<file path="src/dmatr_pkg.sv">
// Functional notes
// - A memory-to-peripheral channel is paced by its destination's burst request line and by software requests.
// - A peripheral-to-memory tail shorter than a burst may be served by burst or single requests.
// - While the remaining count is at least the burst size, single requests are ignored.
// - Once the remaining count is below the burst size, single requests move one beat each.
// - Memory-to-memory runs without any request and the channel stops when its count is done.
// - Peripheral-to-peripheral needs source and destination burst lines or a software request.
// - Channel 0 may start between channel 1 bursts; channel 1 never starts while channel 0 runs.
// - Peripheral-to-peripheral is only accepted when one end is a buffer or timer register.
// - The sixteen request lines are shared by both channels and carry burst requests only.
// - A software burst request starts a transfer like a hardware request.
// - A memory-to-memory channel ignores the hardware request lines.
package dmatr_pkg;
  localparam int NUM_CH = 2;
  localparam int NUM_REQ = 16;
  localparam int CNT_W = 12;
  localparam int BEAT_W = 9;
  localparam int SYNC_STAGES = 2;
  localparam logic [1:0] XT_M2P = 2'h0;
  localparam logic [1:0] XT_P2M = 2'h1;
  localparam logic [1:0] XT_M2M = 2'h2;
  localparam logic [1:0] XT_P2P = 2'h3;
  localparam logic [BEAT_W-1:0] BEATS_ONE = 9'h001;
  localparam logic [CNT_W-1:0] CNT_ZERO = 12'h000;

  typedef enum logic [1:0] {ENG_IDLE, ENG_REQ, ENG_RUN} dmatr_eng_t;

  typedef struct packed {
    dmatr_eng_t eng;
    logic own;
    logic [BEAT_W-1:0] beats;
    logic [NUM_CH-1:0] act;
    logic [NUM_CH-1:0][CNT_W-1:0] rem;
    logic [NUM_CH-1:0] sb;
    logic [NUM_CH-1:0] ss;
    logic [NUM_CH-1:0] tc;
    logic [NUM_CH-1:0] er;
  } dmatr_state_t;

  localparam dmatr_state_t STATE_RESET = '{eng: ENG_IDLE, own: 1'b0, beats: '0, act: '0,
                                           rem: '0, sb: '0, ss: '0, tc: '0, er: '0};

  typedef struct packed {
    logic [NUM_REQ-1:0] s1;
    logic [NUM_REQ-1:0] s2;
  } dmatr_sync_t;

  // Burst size code 0 is one beat, codes 1..7 are 4..256 beats
  function automatic logic [BEAT_W-1:0] dmatr_burst_len(input logic [2:0] code);
    logic [BEAT_W-1:0] len;
    // Shift amount is widened so that code 7 does not wrap back to a shift of 0
    len = (code == 3'h0) ? BEATS_ONE : BEAT_W'(BEATS_ONE << ({1'b0, code} + 4'h1));
    return len;
  endfunction : dmatr_burst_len
endpackage : dmatr_pkg

</file>
<file path="src/dmatr_req_if.sv">
`timescale 1ns/10ps
interface dmatr_req_if;
  logic [dmatr_pkg::NUM_REQ-1:0] burst_req;
  modport src (output burst_req);
  modport dst (input burst_req);
endinterface : dmatr_req_if

</file>
<file path="src/dmatr_ctrl.sv">
`timescale 1ns/10ps
module dmatr_ctrl (
  input wire logic clk,
  input wire logic reset_n,
  input wire logic [dmatr_pkg::NUM_REQ-1:0] dma_req_line,
  input wire logic [dmatr_pkg::NUM_CH-1:0] ch_start,
  input wire logic [dmatr_pkg::NUM_CH-1:0][1:0] ch_xtype,
  input wire logic [dmatr_pkg::NUM_CH-1:0][2:0] ch_bsize,
  input wire logic [dmatr_pkg::NUM_CH-1:0][dmatr_pkg::CNT_W-1:0] ch_count,
  input wire logic [dmatr_pkg::NUM_CH-1:0][3:0] ch_src_line,
  input wire logic [dmatr_pkg::NUM_CH-1:0][3:0] ch_dst_line,
  input wire logic [dmatr_pkg::NUM_CH-1:0] ch_p2p_ok,
  input wire logic [dmatr_pkg::NUM_CH-1:0] soft_burst_req,
  input wire logic [dmatr_pkg::NUM_CH-1:0] soft_single_req,
  output logic xfer_valid,
  output logic xfer_ch,
  output logic [dmatr_pkg::BEAT_W-1:0] xfer_beats,
  input wire logic xfer_ready,
  input wire logic xfer_done,
  input wire logic xfer_err,
  output logic [dmatr_pkg::NUM_CH-1:0] ch_active,
  output logic [dmatr_pkg::NUM_CH-1:0] xfer_complete_irq,
  output logic [dmatr_pkg::NUM_CH-1:0] xfer_error_irq
);
  import dmatr_pkg::*;

  dmatr_req_if req_if ();
  dmatr_state_t state_reg;
  dmatr_state_t state_next;
  logic [NUM_CH-1:0] rdy;
  logic [NUM_CH-1:0] big;
  logic [NUM_CH-1:0] bq;
  logic [NUM_CH-1:0][BEAT_W-1:0] blen;
  logic [NUM_CH-1:0][BEAT_W-1:0] gbeats;
  logic [CNT_W-1:0] rem_left;

  dmatr_req_sync u_sync (
    .clk(clk),
    .reset_n(reset_n),
    .req_line(dma_req_line),
    .req(req_if.src)
  );

  always_comb
  begin
    state_next = state_reg;
    state_next.tc = '0;
    state_next.er = '0;
    rem_left = CNT_ZERO;
    for (int c = 0; c < NUM_CH; c++)
    begin
      blen[c] = dmatr_burst_len(ch_bsize[c]);
      big[c] = state_reg.rem[c] >= CNT_W'(blen[c]);
      unique case (ch_xtype[c])
        XT_M2P: bq[c] = req_if.burst_req[ch_dst_line[c]] | state_reg.sb[c];
        XT_P2M: bq[c] = req_if.burst_req[ch_src_line[c]] | state_reg.sb[c];
        XT_P2P: bq[c] = (req_if.burst_req[ch_src_line[c]] & req_if.burst_req[ch_dst_line[c]])
                        | state_reg.sb[c];
        XT_M2M: bq[c] = 1'b1;
      endcase
      if (ch_xtype[c] == XT_M2M)
      begin
        rdy[c] = 1'b1;
        gbeats[c] = big[c] ? blen[c] : BEAT_W'(state_reg.rem[c]);
      end
      else if (big[c])
      begin
        rdy[c] = bq[c];
        gbeats[c] = blen[c];
      end
      else
      begin
        rdy[c] = bq[c] | state_reg.ss[c];
        gbeats[c] = bq[c] ? BEAT_W'(state_reg.rem[c]) : BEATS_ONE;
      end
      rdy[c] = rdy[c] & state_reg.act[c];
      // Software requests are sticky; a new one in the clearing cycle survives
      state_next.sb[c] = state_reg.sb[c] | soft_burst_req[c];
      state_next.ss[c] = state_reg.ss[c] | soft_single_req[c];
      if (ch_start[c] && !state_reg.act[c])
      begin
        if (ch_xtype[c] == XT_P2P && !ch_p2p_ok[c])
          state_next.er[c] = 1'b1;
        else
        begin
          state_next.act[c] = ch_count[c] != CNT_ZERO;
          state_next.rem[c] = ch_count[c];
          state_next.sb[c] = soft_burst_req[c];
          state_next.ss[c] = soft_single_req[c];
        end
      end
    end
    unique case (state_reg.eng)
      ENG_IDLE:
      begin
        if (rdy[0] || rdy[1])
        begin
          state_next.own = !rdy[0];
          state_next.beats = rdy[0] ? gbeats[0] : gbeats[1];
          state_next.eng = ENG_REQ;
          state_next.sb[!rdy[0]] = soft_burst_req[!rdy[0]];
          state_next.ss[!rdy[0]] = soft_single_req[!rdy[0]];
        end
      end
      ENG_REQ:
      begin
        if (xfer_ready)
          state_next.eng = ENG_RUN;
      end
      ENG_RUN:
      begin
        rem_left = state_reg.rem[state_reg.own] - CNT_W'(state_reg.beats);
        if (xfer_err)
        begin
          state_next.er[state_reg.own] = 1'b1;
          state_next.act[state_reg.own] = 1'b0;
          state_next.eng = ENG_IDLE;
        end
        else if (xfer_done)
        begin
          state_next.rem[state_reg.own] = rem_left;
          if (rem_left == CNT_ZERO)
          begin
            state_next.act[state_reg.own] = 1'b0;
            state_next.tc[state_reg.own] = 1'b1;
          end
          // Returning to idle between bursts lets channel 0 cut in
          state_next.eng = ENG_IDLE;
        end
      end
    endcase
  end

  always_ff @(posedge clk or negedge reset_n)
  begin
    if (!reset_n)
      state_reg <= STATE_RESET;
    else
      state_reg <= state_next;
  end

  assign xfer_valid = state_reg.eng == ENG_REQ;
  assign xfer_ch = state_reg.own;
  assign xfer_beats = state_reg.beats;
  assign ch_active = state_reg.act;
  assign xfer_complete_irq = state_reg.tc;
  assign xfer_error_irq = state_reg.er;
endmodule : dmatr_ctrl

</file>
<file path="src/dmatr_req_sync.sv">
`timescale 1ns/10ps
module dmatr_req_sync (
  input wire logic clk,
  input wire logic reset_n,
  input wire logic [dmatr_pkg::NUM_REQ-1:0] req_line,
  dmatr_req_if.src req
);
  import dmatr_pkg::*;

  dmatr_sync_t state_reg;
  dmatr_sync_t state_next;

  always_comb
  begin
    state_next.s1 = req_line;
    state_next.s2 = state_reg.s1;
  end

  always_ff @(posedge clk or negedge reset_n)
  begin
    if (!reset_n)
      state_reg <= '0;
    else
      state_reg <= state_next;
  end

  // Each line is a burst request shared by both channels
  assign req.burst_req = state_reg.s2;
endmodule : dmatr_req_sync

</file>
<file path="config.mk">
export PLATFORM = sky130hd
export DESIGN_NAME = dmatr_ctrl
export DESIGN_NICKNAME = d
export VERILOG_FILES = /design/src/dmatr_pkg.sv /design/src/dmatr_req_if.sv /design/src/dmatr_ctrl.sv /design/src/dmatr_req_sync.sv
export SDC_FILE = /design/constraint.sdc
export NUM_CORES = 1
export LEC_CHECK = 0
export BUFFER_PORTS_ARGS = -buffer_cell sky130_fd_sc_hd__buf_2
export CORE_UTILIZATION = 45
export CTS_BUF_LIST = sky130_fd_sc_hd__clkbuf_8
export CTS_CLUSTER_DIAMETER = 100
export DETAILED_ROUTE_END_ITERATION = 6
export PLACE_DENSITY = 0.75
export SLEW_MARGIN = 20
export SYNTH_ARGS = -nofsm -noshare
export SYNTH_HDL_FRONTEND = slang
export SYNTH_HIERARCHICAL = 1
export SYNTH_SLANG_ARGS = --single-unit
</file>
<file path="constraint.sdc">
create_clock -name clk -period 8.6 [get_ports clk]
set_input_delay 1.72 -clock clk [delete_from_list [all_inputs] [get_ports clk]]
set_output_delay 1.72 -clock clk [all_outputs]
set_load 0.02 [all_outputs]
</file>
---- After elaboration in Yosys (flattened, before gate mapping) ----
Index checks and enable logic that the tools add are counted.
cells by class
  eq/ne operators ......................... 11
  reduce and logical (&&, ||, !) cells .... 22
  shift-type cells ........................ 2
  order comparisons ....................... 10
  mux-type cells .......................... 77
  add/sub/neg operators ................... 3
  bitwise operators ....................... 19
operator list
  cell                   count
  $mux W9                11
  $mux W12               8
  $mux W26               2
  $mux W1                30
  $bwmux W24             1
  $ge A12 B9 Y1          2
  $mux W24               1
  $reduce_bool A12 Y1    2
  $lt A4 B5 Y1 const B   4
  $mux W2                9
  $shl A1 B4 Y9 const A  2
  $bmux W1 S4            4
  $demux W12 S1          1
  $logic_not A12 Y1      1
  $mux W4                3
  $or A1 B1 Y1           12
  $sub A12 B9 Y12        1
  $eq A2 B2 Y1 const B   5
  $add A3 B1 Y4 const B  2
  $pmux W1 S4            2
  $eq A2 B1 Y1 const B   3
  $logic_and A1 B1 Y1    6
  $logic_not A2 Y1       3
  $logic_not A3 Y1       2
  other kinds (16)       27
storage, ports and cells
  input bits .............................. 79
  flip-flop bits (word level) ............. 78
  word-level logic and storage cells ...... 156
  output and inout port bits .............. 17

---- Logic depth before layout (Yosys ltp) ----
Gate-level depths: netlist of the first run.
  depth after elaboration ................. 17
  gate-level depth with buffers ........... 13
  depth with buffers taken out ............ 11

---- By module ----
The synthesis of the first run kept the hierarchy.
modules (own cells, without submodules)
  module          area an instance (um^2)  seq. area each (um^2)  cells an instance  instances
  dmatr_ctrl      4,236.6                  1,151.1                446                1
  dmatr_req_sync  800.8                    800.8                  32                 1

---- Least setup slack after synthesis of the first run ----
No wires, ideal clock.
  kind .................................... in2reg
  start point ............................. input ch_bsize[0] in the netlist's numbering
  end point ............................... register state_reg (netlist bit xfer_beats[8])
  required time ........................... 8.536 ns
  arrival ................................. 4.206 ns
  path slack .............................. 4.329 ns
  stages on the path ...................... 11
  buffers on the path ..................... 2
  setup time .............................. 0.064 ns
  cell sequence ........................... clkbuf_1 > nand3_1 > ha_1 > or4_1 > a221oi_1 > and2_1 > o21a_1 > buf_2 > a31oi_1 > a221oi_1 > a21o_1
between the ends
  word-level cells in the longest chain between the ends .. 9
  elaborated cells on any way between the ends .. 14
  those cells by class .................... add/sub: 1; order compare: 1; shift: 1; mux: 7; bitwise: 1; reduce/logical: 3
ends and longest elaborated chain
  element                             line               text
  from (decl)                         dmatr_ctrl.sv:8    input wire logic [dmatr_pkg::NUM_CH-1:0][2:0] ch_bsize,
  $add A3 B1 Y4                       dmatr_pkg.sv:52    len = (code == 3'h0) ? BEATS_ONE : BEAT_W'(BEATS_ONE << ({1'b0, code} + 4'h1));
  $shl A1 B4 Y9                       dmatr_pkg.sv:52
  $mux W9 (*)                         dmatr_pkg.sv:52
  $ge A12 B9 Y1                       dmatr_ctrl.sv:53   big[c] = state_reg.rem[c] >= CNT_W'(blen[c]);
  $mux W1                             dmatr_ctrl.sv:66   else if (big[c])
  $mux W1                             dmatr_ctrl.sv:61   if (ch_xtype[c] == XT_M2M)
  $and A1 B1 Y1                       dmatr_ctrl.sv:76   rdy[c] = rdy[c] & state_reg.act[c];
  $logic_or A1 B1 Y1                  dmatr_ctrl.sv:96   if (rdy[0] || rdy[1])
  $reduce_and A2 Y1 (no source line)  -
  to (signal assigned)                dmatr_ctrl.sv:139  state_reg <= state_next;
  to (decl)                           dmatr_ctrl.sv:28   dmatr_state_t state_reg;
Mark *: on every way between the ends. The rest lies on a longest branch, timed or not.
A chain may end at the register's enable or synchronous reset.

---- Final worst setup path of the first run ----
  start point ............................. input ch_bsize[1] in the netlist's numbering
  end point ............................... register state_reg[44] in the netlist's numbering
between the ends
  word-level cells in the longest chain between the ends .. 10
  elaborated cells on any way between the ends .. 11
  those cells by class .................... add/sub: 1; order compare: 1; eq/ne: 1; shift: 1; mux: 3; bitwise: 1; reduce/logical: 3
ends and longest elaborated chain
  element                                 line
  $add A3 B1 Y4                           dmatr_pkg.sv:52
  $shl A1 B4 Y9                           dmatr_pkg.sv:52
  $mux W9 (*)                             dmatr_pkg.sv:52
  $ge A12 B9 Y1 (*)                       dmatr_ctrl.sv:53
  $mux W1 (*)                             dmatr_ctrl.sv:66
  $mux W1 (*)                             dmatr_ctrl.sv:61
  $and A1 B1 Y1 (*)                       dmatr_ctrl.sv:76
  $logic_or A1 B1 Y1 (*)                  dmatr_ctrl.sv:96
  $ne A2 B2 Y1 (no source line) (*)       -
  $reduce_and A3 Y1 (no source line) (*)  -
Marked as above.

==> metrics.txt, run 1 <==
status complete, no violations; cts hold-fix bufs 0; die boundary height about 110 um; Core ar. about 11,000 um^2; fin crit period between 4000 and 5000 ps; Initial Utilization 0.463; synth warn 6; area grow syn2layout 14.1%; biggest area consumer among synthesized cells dfrtp_1; Layout Cells excl Fill a little over 700; post-CTS setup repair buffer count 0; # rows 38; Total GRT Usage 0.252; CTS-repair resized insts 0; DR iter-0 viols between 300 and 400; vias in the first global route 4,243; Worst setup SP type input pin; CTS tree done; Avg Inst Size Synth 10.5 um^2; P_leak around 2.6 nW; Synth area leaders dfrtp_1, ha_1, mux4_2; Clock Sinks between 70 and 80; synthesized cell area 5040 um^2; share of cells above drive strength 1 0.271; hold path endpoint u_sync/req.burst_req[15]; Worst Setup Slack post-DPL roughly 3500 ps; vias per cell approximately 6.0; count leader, synth dfrtp_1; Clk Latency, worst-skew pair around 370 ps; TritonRoute pass-1 iters 5; TritonCTS Buffers 9; post-detail-place hpwl between 10,000 and 15,000 um; via count 4,232; # Max-Cap Violations 0; Slew @ Worst Pin approximately 970 ps; Worst Path Required slightly below 9000 ps; worst setup margin 3780 ps; wire per inst 19.2 um; Finish-stage setup viols 0; die area around 12,000 um^2; Placed Cells about 690; EDFF count, synth 0; register area share after synthesis 0.387; Synth cell types 61; RSZ-0062 raised after global routing no; multi-input logic area ~2800 um^2; Hold Crit Start u_sync/state_next[15]; min-delay worst type reg -> reg; Worst-path clk slew roughly 90 ps; DRC viols 0; gr ovfl total 0; setup TNS after final layout 0 ps; GP Congestion 0.965; Root Driver clkbuf_8; WS Path Type in -> reg; Reg area between 1500 and 2000 um^2; Power Density between 300 and 400 nW/um^2; Async SR Flop Fraction 1.00; port buffer count 95; CP Max Fanout 23; Post-DRT Antenna Nets 0; first-pass GRT wire length about 22,000 um; f_max roughly 210 MHz; drt total wl between 10,000 and 15,000 um; worst hold stages 0; worst hold margin around 350 ps; # IOs 96; Seq cells post-synth slightly below 80; Worst Skew 10.0 ps; Die Wd around 110 um; ant diodes 0; Reg2Reg Setup Slack 4790 ps; VDD IR max ~0.26 mV; max reg flops 30; H-Tree Depth 3; Max transition margin 0.350; max-slew violation count 0; fillcell total 942; Final Hold Fails 0; Tcrit/Tclk final 0.560; reg2reg start xfer_ch; r2r worst-path depth 10; Clock Tree Buf Depth 2; pin count of the biggest net entering global routing 79; ys flop type dfrtp_1; RR Endpoint xfer_complete_irq[0]; Syn Inst Count roughly 480; Final nets about 670; Setup crit end kind flip-flop; top cells by count, synth dfrtp_1, nand2_1, ha_1; post-synth top area share 0.387; critical path data arrival time between 5000 and 6000 ps; initial antenna violation count 0
how the worst max path moves through the flow:
stage                           start             to
final                     ch_bsize[1]  state_reg[44]
after global routing      ch_bsize[1]  state_reg[45]
after CTS                 ch_bsize[1]  state_reg[44]
after detailed placement  ch_bsize[1]  state_reg[45]
after global placement    ch_bsize[2]  xfer_beats[1]
after floorplan           ch_bsize[0]  xfer_beats[8]
layer usage:
layer,vias up,GRT usage,part of all wire
li1,1941,-,-
met4,0,0.140,0.040
met2,188,0.378,0.46
met5,-,0,0
met1,2056,0.338,0.43
met3,47,0.0539,0.069
metrics by stage:
step                instance area (um^2)  utilization  power (W)
floorplan                           5040            -    0.00147
global placement                    5550        0.510    0.00172
detailed placement                  5550        0.510    0.00177
CTS                                 5750        0.528    0.00205
global route                        5750        0.528    0.00224
finish                              5750        0.528    0.00207
cell type report:
cell class / instances / area share
Multi-Input combinational cell: 350 / 0.493
Sequential cell: 78 / 0.340
Timing Repair Buffer: 99 / 0.0884
Tap cell: 140 / 0.0305
Clock buffer: 9 / 0.0216
Inverter: 21 / 0.0137
Clock inverter: 7 / 0.0126
power by group:
part           internal (W)  leakage, nW  switching (W)
clock network      0.000114       0.0974       0.000159
registers          0.000471        0.926       0.000153
logic              0.000495         1.61       0.000676
critical path, cell delays in order:
cell and delay (ps):
buf_2 130, nor2b_1 290, nand2b_1 130, ha_1 280, o21ai_0 170, nor2_1 60, a221oi_1 750, and2_1 220
o21a_1 640, nor2_1 170, a21oi_1 300, o32ai_1 160
cells in the final DEF, fill, tap and decap left out, types with 11 or more instances in the layout:
| cell | count |
|---|---|
| a21oi_1 | 24 |
| buf_2 | 94 |
| dfrtp_1 | 78 |
| ha_1 | 30 |
| inv_1 | 21 |
| mux2_2 | 18 |
| mux2i_1 | 22 |
| mux4_2 | 13 |
| nand2_1 | 37 |
| nor2_1 | 24 |
| nor2b_1 | 11 |
| o21ai_1 | 18 |
kinds of logic after synthesis:
group	count (synthesis)	synth area share
muxes	64	0.179
adders and majority gates	31	0.0785
and+or+nand+nor	125	0.123
DFF	78	0.387
other	1	0.000744
buffers and inverters	51	0.0514
xor gates and xnor gates	6	0.0104
AOI/OAI and AO/OA	122	0.169
(Power assumes the default switching activity.)
==> run 2: changes to the inputs <==
PLACE_DENSITY = 0.78   (was 0.75)
clock period = 4 ns   (was 8.6 ns; I/O delays follow)
==> metrics.txt, run 2 (synthesis results as in run 1) <==
status complete, no violations; share of cells above drive strength 1 0.276; max reg flops 30; setup TNS after final layout 0 ps; initial antenna violation count 1; Power Density approximately 770 nW/um^2; VDD IR max 0.394 mV; Area after DPL about 5600 um^2; Core ar. approximately 11,000 um^2; via count between 4k and 5k; # Max-Cap Violations 0; GP Congestion between 0.9 and 1; Worst Skew approximately 11 ps; Sw Pwr approximately 0.0021 W; Initial Utilization 0.463; area grow syn2layout 14.7%; P_leak about 2.7 nW; TritonCTS Buffers 9; die boundary height between 100 and 150 um; H-Tree Depth 3; Post-DRT Antenna Nets 0; vias in the first global route ~4.2k; Worst-path clk slew 90 ps; Slew @ Worst Pin about 760 ps; RSZ-0062 raised after global routing no; most common cell after layout, fill and taps aside buf_2; Final Instance Area 5780 um^2; Clk Latency, worst-skew pair between 300 and 400 ps; Pint 0.00237 W; post-detail-place hpwl approximately 11,000 um; CTS tree done; sw frac 0.469; clock group share of total power 0.126; cts hold-fix bufs 0; critical path data arrival time approximately 3900 ps; Clock Sinks between 70 and 80; first-pass GRT wire length 21,800 um; WS Path Type reg -> reg; wire per inst 19.2 um; Final Hold Fails 0; DRC viols 0; fin crit period 3600 ps; # IOs 96; CP Max Fanout 14; port buffer count between 90 and 100; Seq pwr share 0.294; min-delay worst type reg -> reg; most frequent cells in the layout buf_2, dfrtp_1, nand2_1, ha_1; post-CTS setup repair buffer count 0; f_max around 280 MHz; gr ovfl total 0; Max transition margin 0.482; pin count of the biggest net entering global routing just under 80; Clock Tree Buf Depth 2; Die Wd 108 um; DR iter-0 viols approximately 290; max-slew violation count 0; drt total wl between 10,000 and 15,000 um; Root Driver clkbuf_8; die area approximately 12,000 um^2; Total GRT Usage 0.255; Worst Path Required approximately 4300 ps; Combinational Power Share 0.580; Worst setup SP type flip-flop; Finish-stage setup viols 0; vias per cell a little under 6; Setup crit end kind flip-flop; Final nets approximately 670; Tcrit/Tclk final 0.899; TritonRoute pass-1 iters 5; # rows 38; CTS-repair resized insts 0
## run 2: critical path: stages (launching register included)
cell and delay [ps]:
dfrtp_1 540, buf_4 310, mux2_2 360, ha_1 290, inv_1 140, a21oi_1 100, o21a_1 200, or3_1 320
a2111oi_0 720, nand4b_1 270, nor3_1 240
## run 2: layer usage
| metal | track usage | up-vias | share of wire |
|---|---|---|---|
| met5 | 0 | - | 0 |
| li1 | - | 1954 | - |
| met3 | 0.0412 | 31 | 0.072 |
| met1 | 0.348 | 2030 | 0.44 |
| met4 | 0.121 | 0 | 0.027 |
| met2 | 0.395 | 179 | 0.47 |
## run 2: final timing paths
kind | startpoint | to | slack, ps | cells after the start
worst max-delay path | xfer_ch | xfer_complete_irq[0] | 400 | 10
worst min-delay path | u_sync/state_next[4] | u_sync/req.burst_req[4] | 350 | 0
worst max register to register | xfer_ch | xfer_complete_irq[0] | 400 | 10
worst min register to register | u_sync/state_next[4] | u_sync/req.burst_req[4] | 350 | 0
max in group asynchronous | reset_n | u_sync/req.burst_req[0] | 3000 | 1
min in group asynchronous | reset_n | xfer_beats[5] | 430 | 1
## run 2: layout make-up
class	instances	area [um^2]
Clock inverter	6	45.0
Multi-Input combinational cell	350	2840
Tap cell	140	175
Sequential cell	78	1950
Clock buffer	10	138
Fill cell	969	5110
Timing Repair Buffer	104	549
Inverter	21	78.8
Antenna cell	1	2.50
## run 2: stage by stage
stage | setup slack, ps | hold slack (ps) | instances | total power, W | util
after global routing | 282 | 355 | 710 | 0.00481 | 0.530
final | 404 | 347 | 710 | 0.00446 | 0.530
after CTS | 492 | 353 | 709 | 0.00442 | 0.530
after detailed placement | 391 | 335 | 693 | 0.00385 | 0.513
after global placement | 440 | 331 | 693 | 0.00376 | 0.513
after floorplan | 447 | 331 | 479 | 0.00317 | -
## run 2: power by group through the flow
stage | registers [W] | clock network [W] | logic, W
finish | 0.00131 | 0.000563 | 0.00258
global route | 0.00133 | 0.000610 | 0.00287
CTS | 0.00130 | 0.000574 | 0.00255
detailed placement | 0.00131 | 0 | 0.00254
global placement | 0.00131 | 0 | 0.00245
floorplan | 0.00117 | 0 | 0.00199
==> run 3: changes to the inputs <==
CORE_UTILIZATION = 52   (was 45)
PLACE_DENSITY = 0.87   (was 0.78)
==> metrics.txt, run 3 (synthesis results as in run 1) <==
TritonRoute pass-1 iters 5; worst setup margin slightly below 800 ps; Max transition margin 0.341; Root Driver clkbuf_8; Die Wd about 100 um; Clk Latency, worst-skew pair about 360 ps; ant diodes 0; gr ovfl total 0; initial antenna violation count 0; Worst setup SP type flip-flop; fillcell total between 700 and 800; most frequent cells in the layout buf_2, dfrtp_1, nand2_1, ha_1; post-detail-place hpwl about 11,000 um; DRC viols 0; H-Tree Depth 3; Slew @ Worst Pin around 990 ps; # rows 35; GP Congestion between 0.9 and 1; Final Hold Fails 0; share of cells above drive strength 1 0.278; port buffer count 95; Worst Setup Slack post-DPL between 400 and 500 ps; Final nets 674; CP Max Fanout 10; VDD IR max about 0.52 mV; most common cell after layout, fill and taps aside buf_2; vias in the first global route 4,185; first-pass GRT wire length 21,900 um; Power Density just under 800 nW/um^2; vias per cell slightly above 6; fin crit period about 3200 ps; RSZ-0062 raised after global routing no; TritonCTS Buffers 9; max-slew violation count 0; f_max ~310 MHz; drt total wl around 14,000 um; critical path data arrival time about 3500 ps; P_leak 2.66 nW; CTS-repair resized insts 0; worst path cell trace mux2i_1, inv_1, ha_1, nor2b_1, o21ai_1, a21boi_1, o22a_1, a2111oi_0, xor2_1, nand2_1, o21a_1; setup TNS after final layout 0 ps; Core ar. approximately 9300 um^2; Clock Sinks 78; WS Path Type reg -> reg; DR iter-0 viols 306; # Max-Cap Violations 0; via count roughly 4.3k; pin count of the biggest net entering global routing 79; Worst Path Required approximately 4300 ps; Tcrit/Tclk final 0.806; cts hold-fix bufs 0; Total GRT Usage 0.290; Setup crit end kind flip-flop; die area 10,100 um^2; Post-DRT Antenna Nets 0; min-delay worst type reg -> reg; area grow syn2layout 14.6%; max incr delay on CP approximately 600 ps; post-CTS setup repair buffer count 0; CTS tree done; max reg flops 30; Clock Tree Buf Depth 2; Initial Utilization 0.540; Worst-path clk slew around 100 ps; Slowest-stage cell, CP dfrtp_1; wire per inst ~20 um; status complete, no violations; # IOs 96; Finish-stage setup viols 0; Worst Skew between 10 and 15 ps; die boundary height 100 um
## run 3: cell type report
type	instances	area, um^2	area share
clock buffers	9	124	0.0215
flip-flops and latches	78	1950	0.338
clock inverters	7	75.1	0.0130
well taps	129	161	0.0280
multi-input cells	350	2840	0.491
inverters	21	78.8	0.0137
repair buffers	104	546	0.0945
## run 3: power breakdown
| part | leakage (nW) | switching, W | internal [W] |
|---|---|---|---|
| combinational | 1.63 | 0.00152 | 0.00111 |
| sequential | 0.926 | 0.000303 | 0.00101 |
| clock | 0.0985 | 0.000368 | 0.000247 |
| total | 2.66 | 0.00219 | 0.00237 |
## run 3: worst paths after layout
path                                        from                       end  slack (ps)  depth (start not counted)
setup reg to reg                         xfer_ch             state_reg[31]         780                         11
hold / removal             u_sync/state_next[11]  u_sync/req.burst_req[11]         350                          0
min in group asynchronous                reset_n   u_sync/req.burst_req[7]         590                          1
hold reg to reg            u_sync/state_next[11]  u_sync/req.burst_req[11]         350                          0
setup / recovery                         xfer_ch             state_reg[31]         780                         11
max in group asynchronous                reset_n             state_reg[31]        2770                          1
## run 3: critical path: cells and delay by family, from the launching register on
kind / cells / cell delay [ps]
compound gates: 5 / 1300
xor+xnor: 1 / 250
fa+ha+maj: 1 / 270
buf+inv: 1 / 80
flops: 1 / 610
mux: 1 / 350
simple gates: 2 / 250
## run 3: per-layer routing
| layer | track usage | wire length [um] | vias to the layer above |
|---|---|---|---|
| met5 | 0 | 0 | - |
| met4 | 0.103 | 333 | 0 |
| met3 | 0.0425 | 1040 | 29 |
| met2 | 0.456 | 6480 | 216 |
| met1 | 0.413 | 5900 | 2077 |
| li1 | - | - | 1960 |
## run 3: metrics by stage
| stage | power (W) | hold WS, ps | instance area (um^2) | instances | util |
|---|---|---|---|---|---|
| 4_1_cts | 0.00450 | 342 | 5770 | 698 | 0.619 |
| 2_1_floorplan | 0.00317 | 331 | 5040 | 479 | - |
| 3_5_place_dp | 0.00387 | 335 | 5570 | 682 | 0.597 |
| 6_report | 0.00456 | 346 | 5770 | 698 | 0.619 |
| 3_3_place_gp | 0.00377 | 332 | 5570 | 682 | 0.597 |
| 5_1_grt | 0.00487 | 360 | 5770 | 698 | 0.619 |
